**config.mk**
```make
export PLATFORM = sky130hd
export DESIGN_NAME = status_powerdown_update_regs
export DESIGN_NICKNAME = d
export VERILOG_FILES = /design/src/verilog/spu_pkg.sv /design/src/verilog/spu_seg_if.sv /design/src/verilog/status_powerdown_update_regs.sv /design/src/verilog/spu_seg_mem.sv
export SDC_FILE = /design/constraint.sdc
export NUM_CORES = 1
export LEC_CHECK = 0
export BUFFER_PORTS_ARGS = -buffer_cell sky130_fd_sc_hd__buf_2
export CAP_MARGIN = 20
export CORE_ASPECT_RATIO = 0.75
export CORE_UTILIZATION = 45
export CTS_CLUSTER_DIAMETER = 120
export DETAILED_ROUTE_END_ITERATION = 8
export PLACE_DENSITY = 0.65
export SLEW_MARGIN = 10
export SYNTH_ARGS = -nofsm -noshare
export SYNTH_HDL_FRONTEND = slang
export SYNTH_HIERARCHICAL = 1
export SYNTH_SLANG_ARGS = --single-unit
```
**constraint.sdc**
```tcl
create_clock -name clk -period 10.7 [get_ports clk]
set_input_delay 2.14 -clock clk [delete_from_list [all_inputs] [get_ports clk]]
set_output_delay 2.14 -clock clk [all_outputs]
set_load 0.01 [all_outputs]
```
**src/verilog/spu_pkg.sv**
```systemverilog
// package: offsets, field positions, reset values and states of the block
package spu_pkg;
    localparam int ADDR_W = 12;
    localparam logic [11:0] OFF_STATUS_PIN_SYNC_CONTROL = 12'h0232;
    localparam logic [11:0] OFF_POWER_DOWN_CONTROL = 12'h0233;
    localparam logic [11:0] OFF_UPDATE_ALL_REGISTERS = 12'h0234;
    localparam logic [11:0] OFF_EEPROM_SEGMENT_FIRST = 12'h0A00;
    localparam logic [11:0] OFF_EEPROM_SEGMENT_LAST = 12'h0A16;
    localparam logic [11:0] OFF_EEPROM_STATUS = 12'h0B00;
    localparam int SEG_DEPTH = 23;
    localparam int SEG_AW = 5;
    // status_pin_sync_control fields
    localparam int BIT_EE_ON_STATUS_PIN_0 = 4;
    localparam int BIT_STATUS_PIN_1_DIV = 3;
    localparam int BIT_STATUS_PIN_0_DIV = 2;
    localparam int BIT_SYNC_DIVIDERS = 0;
    localparam logic [7:0] STATUS_CTRL_MASK = 8'h1D;
    localparam logic [7:0] STATUS_CTRL_RESET = 8'h00;
    // power_down_control fields
    localparam int BIT_PD_REF_LOOP = 2;
    localparam int BIT_PD_SYNTH_LOOP = 1;
    localparam int BIT_PD_DISTRIB = 0;
    localparam logic [7:0] POWER_DOWN_MASK = 8'h07;
    localparam logic [7:0] POWER_DOWN_RESET = 8'h07;
    localparam int BIT_UPDATE = 0;
    localparam int BIT_EE_BUSY = 0;
    // buffer segment entry codes
    localparam logic [7:0] OPC_UPDATE = 8'h80;
    localparam logic [7:0] OPC_END = 8'hFF;
    localparam int BIT_OPCODE = 7;
    // default segment: six 128-byte runs over 0x0000 to 0x02FF, update, end
    localparam logic [7:0] SEG_RESET [SEG_DEPTH] = '{
        8'h7F, 8'h00, 8'h00,
        8'h7F, 8'h00, 8'h80,
        8'h7F, 8'h01, 8'h00,
        8'h7F, 8'h01, 8'h80,
        8'h7F, 8'h02, 8'h00,
        8'h7F, 8'h02, 8'h80,
        8'h80, 8'hFF, 8'hFF, 8'hFF, 8'hFF
    };
    typedef enum logic [2:0] {
        EE_IDLE, EE_FETCH, EE_DECODE, EE_RUN
    } spu_ee_state_e;
endpackage

```
**src/verilog/spu_seg_if.sv**
```systemverilog
// interface: ports of the buffer segment memory
`timescale 1ns/10ps
interface spu_seg_if;
    logic wrEn;
    logic [4:0] wrAddr;
    logic [7:0] wrData;
    logic [4:0] busRdAddr;
    logic [7:0] busRdData;
    logic [4:0] eeRdAddr;
    logic [7:0] eeRdData;
    modport ctrl (output wrEn, wrAddr, wrData, busRdAddr, eeRdAddr,
        input busRdData, eeRdData);
    modport mem (input wrEn, wrAddr, wrData, busRdAddr, eeRdAddr,
        output busRdData, eeRdData);
endinterface

```
**src/verilog/status_powerdown_update_regs.sv**
```systemverilog
// status pin, power-down and update control registers, segment walker
`timescale 1ns/10ps
module status_powerdown_update_regs (
    input wire logic clk,
    input wire logic rstn,
    input wire logic sclk,
    input wire logic [11:0] regAddr,
    input wire logic [7:0] regWdata,
    input wire logic regWrite,
    input wire logic regRead,
    output logic [7:0] regRdata,
    output logic regRdValid,
    input wire logic monitorSig0,
    input wire logic monitorSig1,
    output logic statusPin0,
    output logic statusPin1,
    output logic divSyncHold,
    output logic pdRefLoop,
    output logic pdSynthLoop,
    output logic pdDistribution,
    input wire logic eeLoadReq,
    input wire logic eeSaveReq,
    output logic eeRunValid,
    output logic eeRunSave,
    output logic [15:0] eeRunAddr,
    output logic [7:0] eeRunCount,
    input wire logic eeRunDone,
    output logic eeBusy
);
    ////////////////////////////////////////////////////////////////////////
    // reset release and pin synchronisers
    logic rstMeta_q;
    logic rstSyncN;
    logic sclkMeta_q;
    logic sclkSync_q;
    logic sclkPrev_q;

    always_ff @(posedge clk or negedge rstn) begin
        if (!rstn) begin
            rstMeta_q <= 1'b0;
            rstSyncN <= 1'b0;
        end else begin
            rstMeta_q <= 1'b1;
            rstSyncN <= rstMeta_q;
        end
    end

    always_ff @(posedge clk or negedge rstSyncN) begin
        if (!rstSyncN) begin
            sclkMeta_q <= 1'b0;
            sclkSync_q <= 1'b0;
            sclkPrev_q <= 1'b0;
        end else begin
            sclkMeta_q <= sclk;
            sclkSync_q <= sclkMeta_q;
            sclkPrev_q <= sclkSync_q;
        end
    end

    wire sclkRise = sclkSync_q & ~sclkPrev_q;

    ////////////////////////////////////////////////////////////////////////
    // address decode
    function automatic logic hitAddr(input logic [11:0] a,
        input logic [11:0] off);
        hitAddr = (a == off);
    endfunction

    wire hitStatus = hitAddr(regAddr, spu_pkg::OFF_STATUS_PIN_SYNC_CONTROL);
    wire hitPower = hitAddr(regAddr, spu_pkg::OFF_POWER_DOWN_CONTROL);
    wire hitUpdate = hitAddr(regAddr, spu_pkg::OFF_UPDATE_ALL_REGISTERS);
    wire hitEeStat = hitAddr(regAddr, spu_pkg::OFF_EEPROM_STATUS);
    wire hitSeg = (regAddr >= spu_pkg::OFF_EEPROM_SEGMENT_FIRST) &&
        (regAddr <= spu_pkg::OFF_EEPROM_SEGMENT_LAST);
    wire [11:0] segOffset = regAddr - spu_pkg::OFF_EEPROM_SEGMENT_FIRST;
    wire [4:0] segIndex = segOffset[4:0];

    ////////////////////////////////////////////////////////////////////////
    // buffer and active registers
    logic [7:0] statusBuf_q;
    logic [7:0] statusAct_q;
    logic [7:0] powerBuf_q;
    logic [7:0] powerAct_q;
    logic updatePend_q;
    logic eeUpdateReq;

    // host writes only reach the buffer copies
    always_ff @(posedge clk or negedge rstSyncN) begin
        if (!rstSyncN) begin
            statusBuf_q <= spu_pkg::STATUS_CTRL_RESET;
            powerBuf_q <= spu_pkg::POWER_DOWN_RESET;
        end else if (regWrite) begin
            if (hitStatus) begin
                statusBuf_q <= regWdata & spu_pkg::STATUS_CTRL_MASK;
            end
            if (hitPower) begin
                powerBuf_q <= regWdata & spu_pkg::POWER_DOWN_MASK;
            end
        end
    end

    wire updateSet = (regWrite && hitUpdate &&
        regWdata[spu_pkg::BIT_UPDATE]) || eeUpdateReq;
    wire updateFire = updatePend_q && sclkRise;

    // a new request in the copy cycle stays pending for the next edge
    always_ff @(posedge clk or negedge rstSyncN) begin
        if (!rstSyncN) begin
            updatePend_q <= 1'b0;
        end else if (updateSet) begin
            updatePend_q <= 1'b1;
        end else if (updateFire) begin
            updatePend_q <= 1'b0;
        end
    end

    always_ff @(posedge clk or negedge rstSyncN) begin
        if (!rstSyncN) begin
            statusAct_q <= spu_pkg::STATUS_CTRL_RESET;
            powerAct_q <= spu_pkg::POWER_DOWN_RESET;
        end else if (updateFire) begin
            statusAct_q <= statusBuf_q;
            powerAct_q <= powerBuf_q;
        end
    end

    ////////////////////////////////////////////////////////////////////////
    // control outputs from the active copies
    always_ff @(posedge clk or negedge rstSyncN) begin
        if (!rstSyncN) begin
            divSyncHold <= 1'b0;
            pdRefLoop <= 1'b1;
            pdSynthLoop <= 1'b1;
            pdDistribution <= 1'b1;
        end else begin
            divSyncHold <= statusAct_q[spu_pkg::BIT_SYNC_DIVIDERS];
            pdRefLoop <= powerAct_q[spu_pkg::BIT_PD_REF_LOOP];
            pdSynthLoop <= powerAct_q[spu_pkg::BIT_PD_SYNTH_LOOP];
            pdDistribution <= powerAct_q[spu_pkg::BIT_PD_DISTRIB];
        end
    end

    ////////////////////////////////////////////////////////////////////////
    // status pins with optional divide-by-4
    logic src0Prev_q;
    logic src1Prev_q;
    logic [1:0] div0_q;
    logic [1:0] div1_q;

    // transfer status replaces the monitor signal on pin 0
    wire src0 = statusAct_q[spu_pkg::BIT_EE_ON_STATUS_PIN_0] ? eeBusy :
        monitorSig0;
    wire src1 = monitorSig1;
    // static monitor codes give a flat pin when divided; host avoids it
    wire div0En = statusAct_q[spu_pkg::BIT_STATUS_PIN_0_DIV];
    wire div1En = statusAct_q[spu_pkg::BIT_STATUS_PIN_1_DIV];

    always_ff @(posedge clk or negedge rstSyncN) begin
        if (!rstSyncN) begin
            src0Prev_q <= 1'b0;
            src1Prev_q <= 1'b0;
            div0_q <= 2'b00;
            div1_q <= 2'b00;
        end else begin
            src0Prev_q <= src0;
            src1Prev_q <= src1;
            if (src0 && !src0Prev_q) begin
                div0_q <= div0_q + 2'b01;
            end
            if (src1 && !src1Prev_q) begin
                div1_q <= div1_q + 2'b01;
            end
        end
    end

    always_ff @(posedge clk or negedge rstSyncN) begin
        if (!rstSyncN) begin
            statusPin0 <= 1'b0;
            statusPin1 <= 1'b0;
        end else begin
            statusPin0 <= div0En ? div0_q[1] : src0;
            statusPin1 <= div1En ? div1_q[1] : src1;
        end
    end

    ////////////////////////////////////////////////////////////////////////
    // buffer segment memory
    spu_seg_if seg ();

    spu_seg_mem u_seg_mem (
        .clk(clk),
        .rstSyncN(rstSyncN),
        .seg(seg)
    );

    logic [4:0] ptr_q;
    assign seg.wrEn = regWrite && hitSeg;
    assign seg.wrAddr = segIndex;
    assign seg.wrData = regWdata;
    assign seg.busRdAddr = segIndex;
    assign seg.eeRdAddr = ptr_q;

    ////////////////////////////////////////////////////////////////////////
    // segment walker: count byte, address high, address low per run
    spu_pkg::spu_ee_state_e state_q;
    logic [1:0] field_q;
    logic saveDir_q;
    logic [7:0] count_q;
    logic [7:0] addrHi_q;
    logic [7:0] addrLo_q;
    logic runValid_q;
    logic busy_q;
    logic updReq_q;

    wire [7:0] entry = seg.eeRdData;
    wire isEnd = (entry == spu_pkg::OPC_END);
    wire isUpd = (entry == spu_pkg::OPC_UPDATE);
    wire isCount = ~entry[spu_pkg::BIT_OPCODE];
    wire ptrLast = (ptr_q == 5'(spu_pkg::SEG_DEPTH - 1));
    wire [4:0] ptrNext = ptr_q + 5'd1;

    assign eeUpdateReq = updReq_q;

    always_ff @(posedge clk or negedge rstSyncN) begin
        if (!rstSyncN) begin
            state_q <= spu_pkg::EE_IDLE;
            ptr_q <= 5'd0;
            field_q <= 2'd0;
            saveDir_q <= 1'b0;
            count_q <= 8'h00;
            addrHi_q <= 8'h00;
            addrLo_q <= 8'h00;
            runValid_q <= 1'b0;
            busy_q <= 1'b0;
            updReq_q <= 1'b0;
        end else begin
            updReq_q <= 1'b0;
            case (state_q)
                spu_pkg::EE_IDLE: begin
                    if (eeLoadReq || eeSaveReq) begin
                        saveDir_q <= eeSaveReq;
                        ptr_q <= 5'd0;
                        field_q <= 2'd0;
                        busy_q <= 1'b1;
                        state_q <= spu_pkg::EE_FETCH;
                    end
                end
                spu_pkg::EE_FETCH: begin
                    state_q <= spu_pkg::EE_DECODE;
                end
                spu_pkg::EE_DECODE: begin
                    state_q <= spu_pkg::EE_FETCH;
                    ptr_q <= ptrNext;
                    case (field_q)
                        2'd0: begin
                            if (isEnd) begin
                                state_q <= spu_pkg::EE_IDLE;
                                busy_q <= 1'b0;
                            end else if (isUpd) begin
                                updReq_q <= 1'b1;
                            end else if (isCount) begin
                                count_q <= entry;
                                field_q <= 2'd1;
                            end
                        end
                        2'd1: begin
                            addrHi_q <= entry;
                            field_q <= 2'd2;
                        end
                        default: begin
                            addrLo_q <= entry;
                            field_q <= 2'd0;
                            runValid_q <= 1'b1;
                            state_q <= spu_pkg::EE_RUN;
                        end
                    endcase
                    // a segment with no end code stops at its last byte
                    if (ptrLast && !(field_q == 2'd2)) begin
                        state_q <= spu_pkg::EE_IDLE;
                        busy_q <= 1'b0;
                    end
                end
                spu_pkg::EE_RUN: begin
                    if (eeRunDone) begin
                        runValid_q <= 1'b0;
                        // a run that used the last byte ends the walk
                        if (ptr_q == 5'(spu_pkg::SEG_DEPTH)) begin
                            state_q <= spu_pkg::EE_IDLE;
                            busy_q <= 1'b0;
                        end else begin
                            state_q <= spu_pkg::EE_FETCH;
                        end
                    end
                end
                default: begin
                    state_q <= spu_pkg::EE_IDLE;
                    busy_q <= 1'b0;
                    runValid_q <= 1'b0;
                end
            endcase
        end
    end

    always_ff @(posedge clk or negedge rstSyncN) begin
        if (!rstSyncN) begin
            eeRunValid <= 1'b0;
            eeRunSave <= 1'b0;
            eeRunAddr <= 16'h0000;
            eeRunCount <= 8'h00;
            eeBusy <= 1'b0;
        end else begin
            eeRunValid <= runValid_q && !eeRunDone;
            eeRunSave <= saveDir_q;
            eeRunAddr <= {addrHi_q, addrLo_q};
            eeRunCount <= count_q + 8'h01;
            eeBusy <= busy_q;
        end
    end

    ////////////////////////////////////////////////////////////////////////
    // read path: two cycles so segment data can leave its register
    logic rdPend_q;
    logic rdSeg_q;
    logic [7:0] rdLocal_q;
    logic [7:0] localData;

    assign localData = hitStatus ? statusBuf_q :
        hitPower ? powerBuf_q :
        hitUpdate ? {7'h00, updatePend_q} :
        hitEeStat ? {7'h00, eeBusy} : 8'h00;

    always_ff @(posedge clk or negedge rstSyncN) begin
        if (!rstSyncN) begin
            rdPend_q <= 1'b0;
            rdSeg_q <= 1'b0;
            rdLocal_q <= 8'h00;
            regRdata <= 8'h00;
            regRdValid <= 1'b0;
        end else begin
            rdPend_q <= regRead;
            rdSeg_q <= hitSeg;
            rdLocal_q <= localData;
            regRdValid <= rdPend_q;
            if (rdPend_q) begin
                regRdata <= rdSeg_q ? seg.busRdData : rdLocal_q;
            end
        end
    end
endmodule // status_powerdown_update_regs

```
**src/verilog/spu_seg_mem.sv**
```systemverilog
// buffer segment memory: 23 bytes, two registered read ports
`timescale 1ns/10ps
module spu_seg_mem (
    input wire logic clk,
    input wire logic rstSyncN,
    spu_seg_if.mem seg
);
    logic [7:0] mem_q [spu_pkg::SEG_DEPTH];

    // flops rather than a ram block so the reset image is loaded by reset
    always_ff @(posedge clk or negedge rstSyncN) begin
        if (!rstSyncN) begin
            for (int i = 0; i < spu_pkg::SEG_DEPTH; i++) begin
                mem_q[i] <= spu_pkg::SEG_RESET[i];
            end
        end else if (seg.wrEn) begin
            mem_q[seg.wrAddr] <= seg.wrData;
        end
    end

    always_ff @(posedge clk or negedge rstSyncN) begin
        if (!rstSyncN) begin
            seg.busRdData <= 8'h00;
            seg.eeRdData <= 8'h00;
        end else begin
            seg.busRdData <= mem_q[seg.busRdAddr];
            seg.eeRdData <= mem_q[seg.eeRdAddr];
        end
    end
endmodule // spu_seg_mem

```
## Word-level counts from Yosys, hierarchy flattened

Cells that the tools add are included.

| operators by class | value |
|---|---|
| reduce and logical (&&, ||, !) cells | 33 |
| bitwise operators | 10 |
| multiplexer cells | 48 |
| eq/ne operators | 22 |
| $lt $le $gt $ge | 5 |
| $add $sub $neg | 5 |

Operators with widths:

| operator | number |
|---|---|
| $bwmux W184 | 1 |
| $bmux W8 S5 | 2 |
| $mux W8 | 6 |
| $demux W8 S5 | 1 |
| $eq A12 B10 Y1 const B | 3 |
| $mux W1 | 21 |
| $eq A8 B8 Y1 const B | 2 |
| $reduce_and A2 Y1 | 7 |
| $eq A12 B12 Y1 const B | 1 |
| $ge A12 B12 Y1 const B | 1 |
| $ge A6 B6 Y1 const B | 2 |
| $le A12 B12 Y1 const B | 1 |
| $mux W3 | 4 |
| $ne A3 B3 Y1 const B | 4 |
| $not A5 Y6 | 2 |
| $pmux W2 S2 | 3 |
| $pmux W3 S4 | 1 |
| $eq A5 B5 Y1 const B | 2 |
| $logic_and A1 B1 Y1 | 10 |
| $mux W5 | 2 |
| $pmux W5 S2 | 1 |
| $reduce_and A5 Y1 | 2 |
| $add A7 B1 Y8 const B | 1 |
| $mux W2 | 4 |
| other kinds (22) | 39 |

| word-level totals | value |
|---|---|
| word-level logic and storage cells | 188 |
| bits in registers | 312 |
| output and inout port bits | 42 |
| input port bits | 30 |

## Depth between registers and ports, before layout

| depth | value |
|---|---|
| depth in word-level cells | 7 |
| mapped depth | 8 |
| mapped depth without buffers | 8 |

## Cells and area by module

The synthesis kept the hierarchy.

By module, submodules not included:

| module | cells each | sequential area each (um2) | area an instance (um2) | instances |
|---|---|---|---|---|
| spu_seg_mem | 719 | 5107.4 | 10605.2 | 1 |
| status_powerdown_update_regs | 298 | 2788.9 | 4174.0 | 1 |

## Worst setup path before layout

No wires, ideal clock.

| path | value |
|---|---|
| path kind | input to register |
| start | input port regAddr[0] |
| end | register u_seg_mem/mem_q[87] (netlist bit) |
| stages | 7 |
| data arrival time | 4021 ps |
| library setup time | 125 ps |
| slack | 6555 ps |
| required time | 10575 ps |
| path buffers | 1 |
| path through | clkbuf_1 > a31o_2 > a21oi_1 > and2_1 > or3b_2 > nor2_4 > mux2_2 |

| on the way | value |
|---|---|
| elaborated cells on any way between the ends | 12 |
| those cells by class | add/sub (1); order compare (4); mux (3); bitwise (1); reduce/logical (3) |

RTL lines:

| item | line | RTL |
|---|---|---|
| start, declared | status_powerdown_update_regs.sv:7 | `input wire logic [11:0] regAddr,` |
| $ge A12 B12 Y1 or $le A12 B12 Y1 (tied branches) | status_powerdown_update_regs.sv:73, status_powerdown_update_regs.sv:74 |  |
| $logic_and A1 B1 Y1 * | status_powerdown_update_regs.sv:73 | `wire hitSeg = (regAddr >= spu_pkg::OFF_EEPROM_SEGMENT_FIRST) &&` |
| net hitSeg | status_powerdown_update_regs.sv:73 |  |
| $logic_and A1 B1 Y1 * | status_powerdown_update_regs.sv:197 | `assign seg.wrEn = regWrite && hitSeg;` |
| net seg.wrEn | spu_seg_if.sv:4 | `logic wrEn;` |
| end signal, assigned by index | spu_seg_mem.sv:14 | `mem_q[i] <= spu_pkg::SEG_RESET[i];` |
| end signal, assigned by index | spu_seg_mem.sv:17 | `mem_q[seg.wrAddr] <= seg.wrData;` |
| end, declared | spu_seg_mem.sv:8 | `logic [7:0] mem_q [spu_pkg::SEG_DEPTH];` |

The timed path passes the listed nets; every way through them passes the cells marked *.
A chain may end at the register's enable or synchronous reset.

## Final worst setup path

| path | value |
|---|---|
| start | input port regAddr[1] |
| end | register u_seg_mem/mem_q[115] (netlist bit) |

Same word-level chain as after synthesis.

==> PnR_summary.wiki <==
{| class="wikitable"
! Metric !! Value
|-
| Wire length of the first global-routing pass || between 50 and 60 mm
|-
| Top cells by area, synth || sky130_fd_sc_hd__dfrtp_1 37%, sky130_fd_sc_hd__mux2_2 17%, sky130_fd_sc_hd__dfstp_2 16%
|-
| Largest net degree at the start of global routing || 166
|-
| Boundary pin count || 72
|-
| Switching share of power || 0.2684
|-
| Initial DRC count || between 700 and 800
|-
| Internal || 2.091 mW
|-
| Nets in the synthesized netlist || 1050
|-
| Cell Rows || 57
|-
| Number of sinks driven by the clock tree || between 300 and 400
|-
| Endpoint class of the critical path || register
|-
| Total via count in the routed design || 9200
|-
| Kind of launch point of the worst setup path || primary input
|-
| Half-perimeter wire length after placement || about 24 mm
|-
| GRT Resource Usage Total || 0.2229
|-
| Average routed wire per standard cell || 23.74 um
|-
| Clock slew seen by the registers of the worst setup and hold paths || 70 ps
|-
| Unrepaired setup endpoints after global routing || no
|-
| Hold bufs inserted after CTS || 0
|-
| Pwr per Cell Area || roughly 170 nW/um2
|-
| Worst-case hold slack || about 350 ps
|-
| Number of buffer and inverter instances along the worst setup path || 2
|-
| Max Transition Viols Final || 0
|-
| Total Power Consumption || about 2.9 mW
|-
| Routed wire length || 36.49 mm
|-
| Final critical-path required period || about 4400 ps
|-
| Share of the core filled with cells || 0.5143
|-
| Mean number of vias per cell || 5.986
|-
| Share of cells above drive strength 1 || 0.4932
|-
| Number of gates on the worst path with buffers counted || 8
|-
| Post-synthesis cell type count || 68
|-
| TNS Setup || 0 ps
|-
| Root Buffer || sky130_fd_sc_hd__clkbuf_16
|-
| Proportion of synthesized chip area in sequential cells || 0.5343
|-
| Worst IR Drop VDD || approximately 0.13 mV
|-
| Final hold violations || 0
|-
| Part of the power in the clock network || 0.423
|-
| Number of antenna violations at the first check in global routing || 0
|-
| Number of warnings issued by yosys || 6
|-
| Placer congestion estimate || between 0.8 and 0.9
|-
| Max-cap violations || 0
|-
| Top post-synthesis cells by count || 224 x sky130_fd_sc_hd__mux2_2, 220 x sky130_fd_sc_hd__dfrtp_1, 91 x sky130_fd_sc_hd__dfstp_2, 62 x sky130_fd_sc_hd__mux4_2, 57 x sky130_fd_sc_hd__mux2i_1
|-
| Sequential share of power || 0.452
|-
| Number of enable-type register cells in the synthesized netlist || 0
|-
| Synthesized flop and latch total || 311
|-
| Die span in x || 211.3 um
|-
| CP max-delay cell || sky130_fd_sc_hd__nor3b_1
|-
| Starting utilization of the core area || 0.4564
|-
| Worst-Skew Late Latency || 590 ps
|-
| Summed instance area of the synthesized netlist || between 10000 and 15000 um2
|-
| Worst stage delay on the critical path || 590 ps
|-
| TritonCTS clock tree || done
|-
| Quantity of I/O buffers inserted on ports || 71
|-
| Most area-hungry cell type in the Yosys netlist || sky130_fd_sc_hd__dfrtp_1
|-
| Most common flop cell mapped by yosys || sky130_fd_sc_hd__dfrtp_1
|-
| Core outline area || 32380 um2
|-
| Slew @ Worst Pin || ~960 ps
|-
| Min-Delay Path Class || register to register
|-
| Final ANT Viol Nets || 0
|-
| Total leakage power || ~7.4 nW
|-
| Max Clk Rate || approximately 0.23 GHz
|-
| Average size of a mapped cell || ~15 um2
|-
| Worst reg2reg setup slack || 7690 ps
|-
| Final nets || 1103
|-
| Post-CTS setup buffers || 0
|-
| Area of all placed cells without fillers || approximately 17000 um2
|-
| Post-route DRC || 0
|-
| Number of iterations in the first detailed-routing pass || 6
|-
| Crit Path Class || primary input to register
|-
| Terminus of the critical flop-to-flop path || u_seg_mem/seg.eeRdData[1]$_DFF_PN0_
|-
| Die Y || 158.9 um
|-
| Endpoint, Worst Hold || pdSynthLoop$_DFF_PN1_
|-
| Result of the run || finished, final reports clean
|-
| CTS Buf Count || 31
|-
| Share of the cycle needed by the critical path after routing || 0.4109
|-
| Number of cells on the worst reg-to-reg path || 4
|-
| Hold path depth || 0
|-
| Clock Path Buffers || 3
|-
| Switching pwr || between 0.7 and 0.8 mW
|-
| Worst endpoint data arrival time || slightly below 5000 ps
|-
| Multi-input combinational cell area || 6555 um2
|-
| CP delay by family, top || simple AND/OR/NAND/NOR gates
|-
| Launching point of the worst reg2reg path || ptr_q[0]$_DFFE_PN0P_
|-
| Synth async-reset ratio || 1.000
|-
| Antenna diode count || 0
|-
| Number of failing setup endpoints in the final timing report || 0
|-
| Most repeated cell in the gate-level netlist after synthesis || sky130_fd_sc_hd__mux2_2
|-
| Required arrival time at the worst endpoint || 11160 ps
|-
| Placed inst area || between 15000 and 20000 um2
|-
| Source of the worst hold timing path || powerAct_q[1]$_DFFE_PN1P_
|-
| Critical path cell sequence || buf_2 > buf_4 > a31o_2 > a21oi_1 > and2_1 > nor3b_1 > nand2_1 > mux2_2
|-
| Portion of synthesized cell area occupied by the leading cell type || 0.3725
|-
| Combinational share of power || 0.124
|-
| Final-layout fill cell count || roughly 2800
|-
| Post-cts sizing count || 0
|-
| Area overhead of the layout relative to synthesis || 12.67%
|-
| Seq. cell area || approximately 7900 um2
|-
| Crit-path max FO || 57
|-
| Synthesized instance count || just over 1000
|-
| Total die area || about 34000 um2
|-
| H-Tree Level Count || 1
|-
| Final clock skew || about 24 ps
|-
| Relative slew slack || 0.3571
|-
| GRT overflow || 0
|-
| Number of global-route vias before repair || 9120
|}
-- how the worst max path moves through the flow --
stage | endpoint | from | slack (ps)
floorplan | addrHi_q[0]$_DFFE_PN0P_ | rstSyncN$_DFF_PN0_ | 1550
global placement | u_seg_mem/mem_q[117]$_DFFE_PN0P_ | regAddr[1] | 5900
detailed placement | u_seg_mem/mem_q[116]$_DFFE_PN0P_ | regAddr[1] | 5810
CTS | u_seg_mem/mem_q[115]$_DFFE_PN0P_ | regAddr[1] | 6410
global route | u_seg_mem/mem_q[115]$_DFFE_PN0P_ | regAddr[1] | 6260
finish | u_seg_mem/mem_q[115]$_DFFE_PN0P_ | regAddr[1] | 6300
-- registers in the layout, indices dropped and copies added (netlist names), 2 cells and up --
| register | flops |
|---|---|
| addrHi_q | 8 |
| addrLo_q | 8 |
| count_q | 7 |
| div0_q | 2 |
| div1_q | 2 |
| eeRunAddr | 16 |
| eeRunCount | 8 |
| field_q | 2 |
| powerAct_q | 3 |
| powerBuf_q | 3 |
| ptr_q | 5 |
| rdLocal_q | 5 |
| regRdata | 8 |
| state_q | 2 |
| statusAct_q | 4 |
| statusBuf_q | 4 |
| u_seg_mem/mem_q | 184 |
| u_seg_mem/seg.busRdData | 8 |
| u_seg_mem/seg.eeRdData | 8 |
-- power groups by stage --
stage,sequential (mW),combinational [mW],clock (mW)
2_1_floorplan,1.29,0.276,0
3_3_place_gp,1.31,0.351,0
3_5_place_dp,1.31,0.356,0
4_1_cts,1.29,0.357,1.23
5_1_grt,1.30,0.385,1.29
6_report,1.29,0.355,1.21
-- layout by cell type (no fill, tap or decap), drive strengths merged, types with 7 or more instances in the layout --
cell and n:
dfstp 91, clkinv 7, nor3 7, mux2 229, mux2i 57, nand2 39
clkbuf 42, inv 10, nor3b 7, nand2b 8, o311ai 9, nor2b 13
mux4 68, nor2 37, nand3 13, nand3b 11, a22oi 14, o21ai 13
buf 80, o2bb2ai 10, a21oi 10, dfrtp 220, o22ai 9
-- per-layer routing --
metal	global-route usage	vias to the layer above	share of wire
met2	0.3041	304	0.42
li1	-	3958	-
met5	0	-	0
met1	0.3439	4874	0.47
met4	0.05764	0	0.023
met3	0.06568	64	0.087
-- metrics by stage --
| stage | instances | worst slack, ps |
|---|---|---|
| floorplan | 1017 | 1550 |
| global placement | 1478 | 5898 |
| detailed placement | 1478 | 5807 |
| CTS | 1536 | 6412 |
| global route | 1537 | 6264 |
| finish | 1537 | 6304 |
-- cell families after synthesis --
kind of cell / after synthesis / share of synthesized area
AO/OA/AOI/OAI: 97 / 0.04792
XOR/XNOR: 9 / 0.005334
adder cells (fa/ha/maj): 3 / 0.002540
buffers and inverters: 69 / 0.02218
flip-flops: 311 / 0.5343
multiplexers: 354 / 0.3182
other: 1 / 0.0002537
AND/OR/NAND/NOR: 173 / 0.06925
-- area by class of cell --
| cell class | instances | area share |
|---|---|---|
| sequential | 311 | 0.4746 |
| multi-input combinational | 637 | 0.3936 |
| clock buffer | 42 | 0.05327 |
| tap | 442 | 0.03321 |
| timing repair buffer | 80 | 0.02735 |
| clock inverter | 16 | 0.01593 |
| inverter | 9 | 0.002029 |
-- worst register-to-register path, cell delays in order (launching register included) --
cell,delay [ps]
sky130_fd_sc_hd__dfrtp_2,610
sky130_fd_sc_hd__buf_4,700
sky130_fd_sc_hd__mux4_2,650
sky130_fd_sc_hd__mux2i_1,560
sky130_fd_sc_hd__o311ai_0,290
Note: power is estimated with default switching activity, not from simulation.
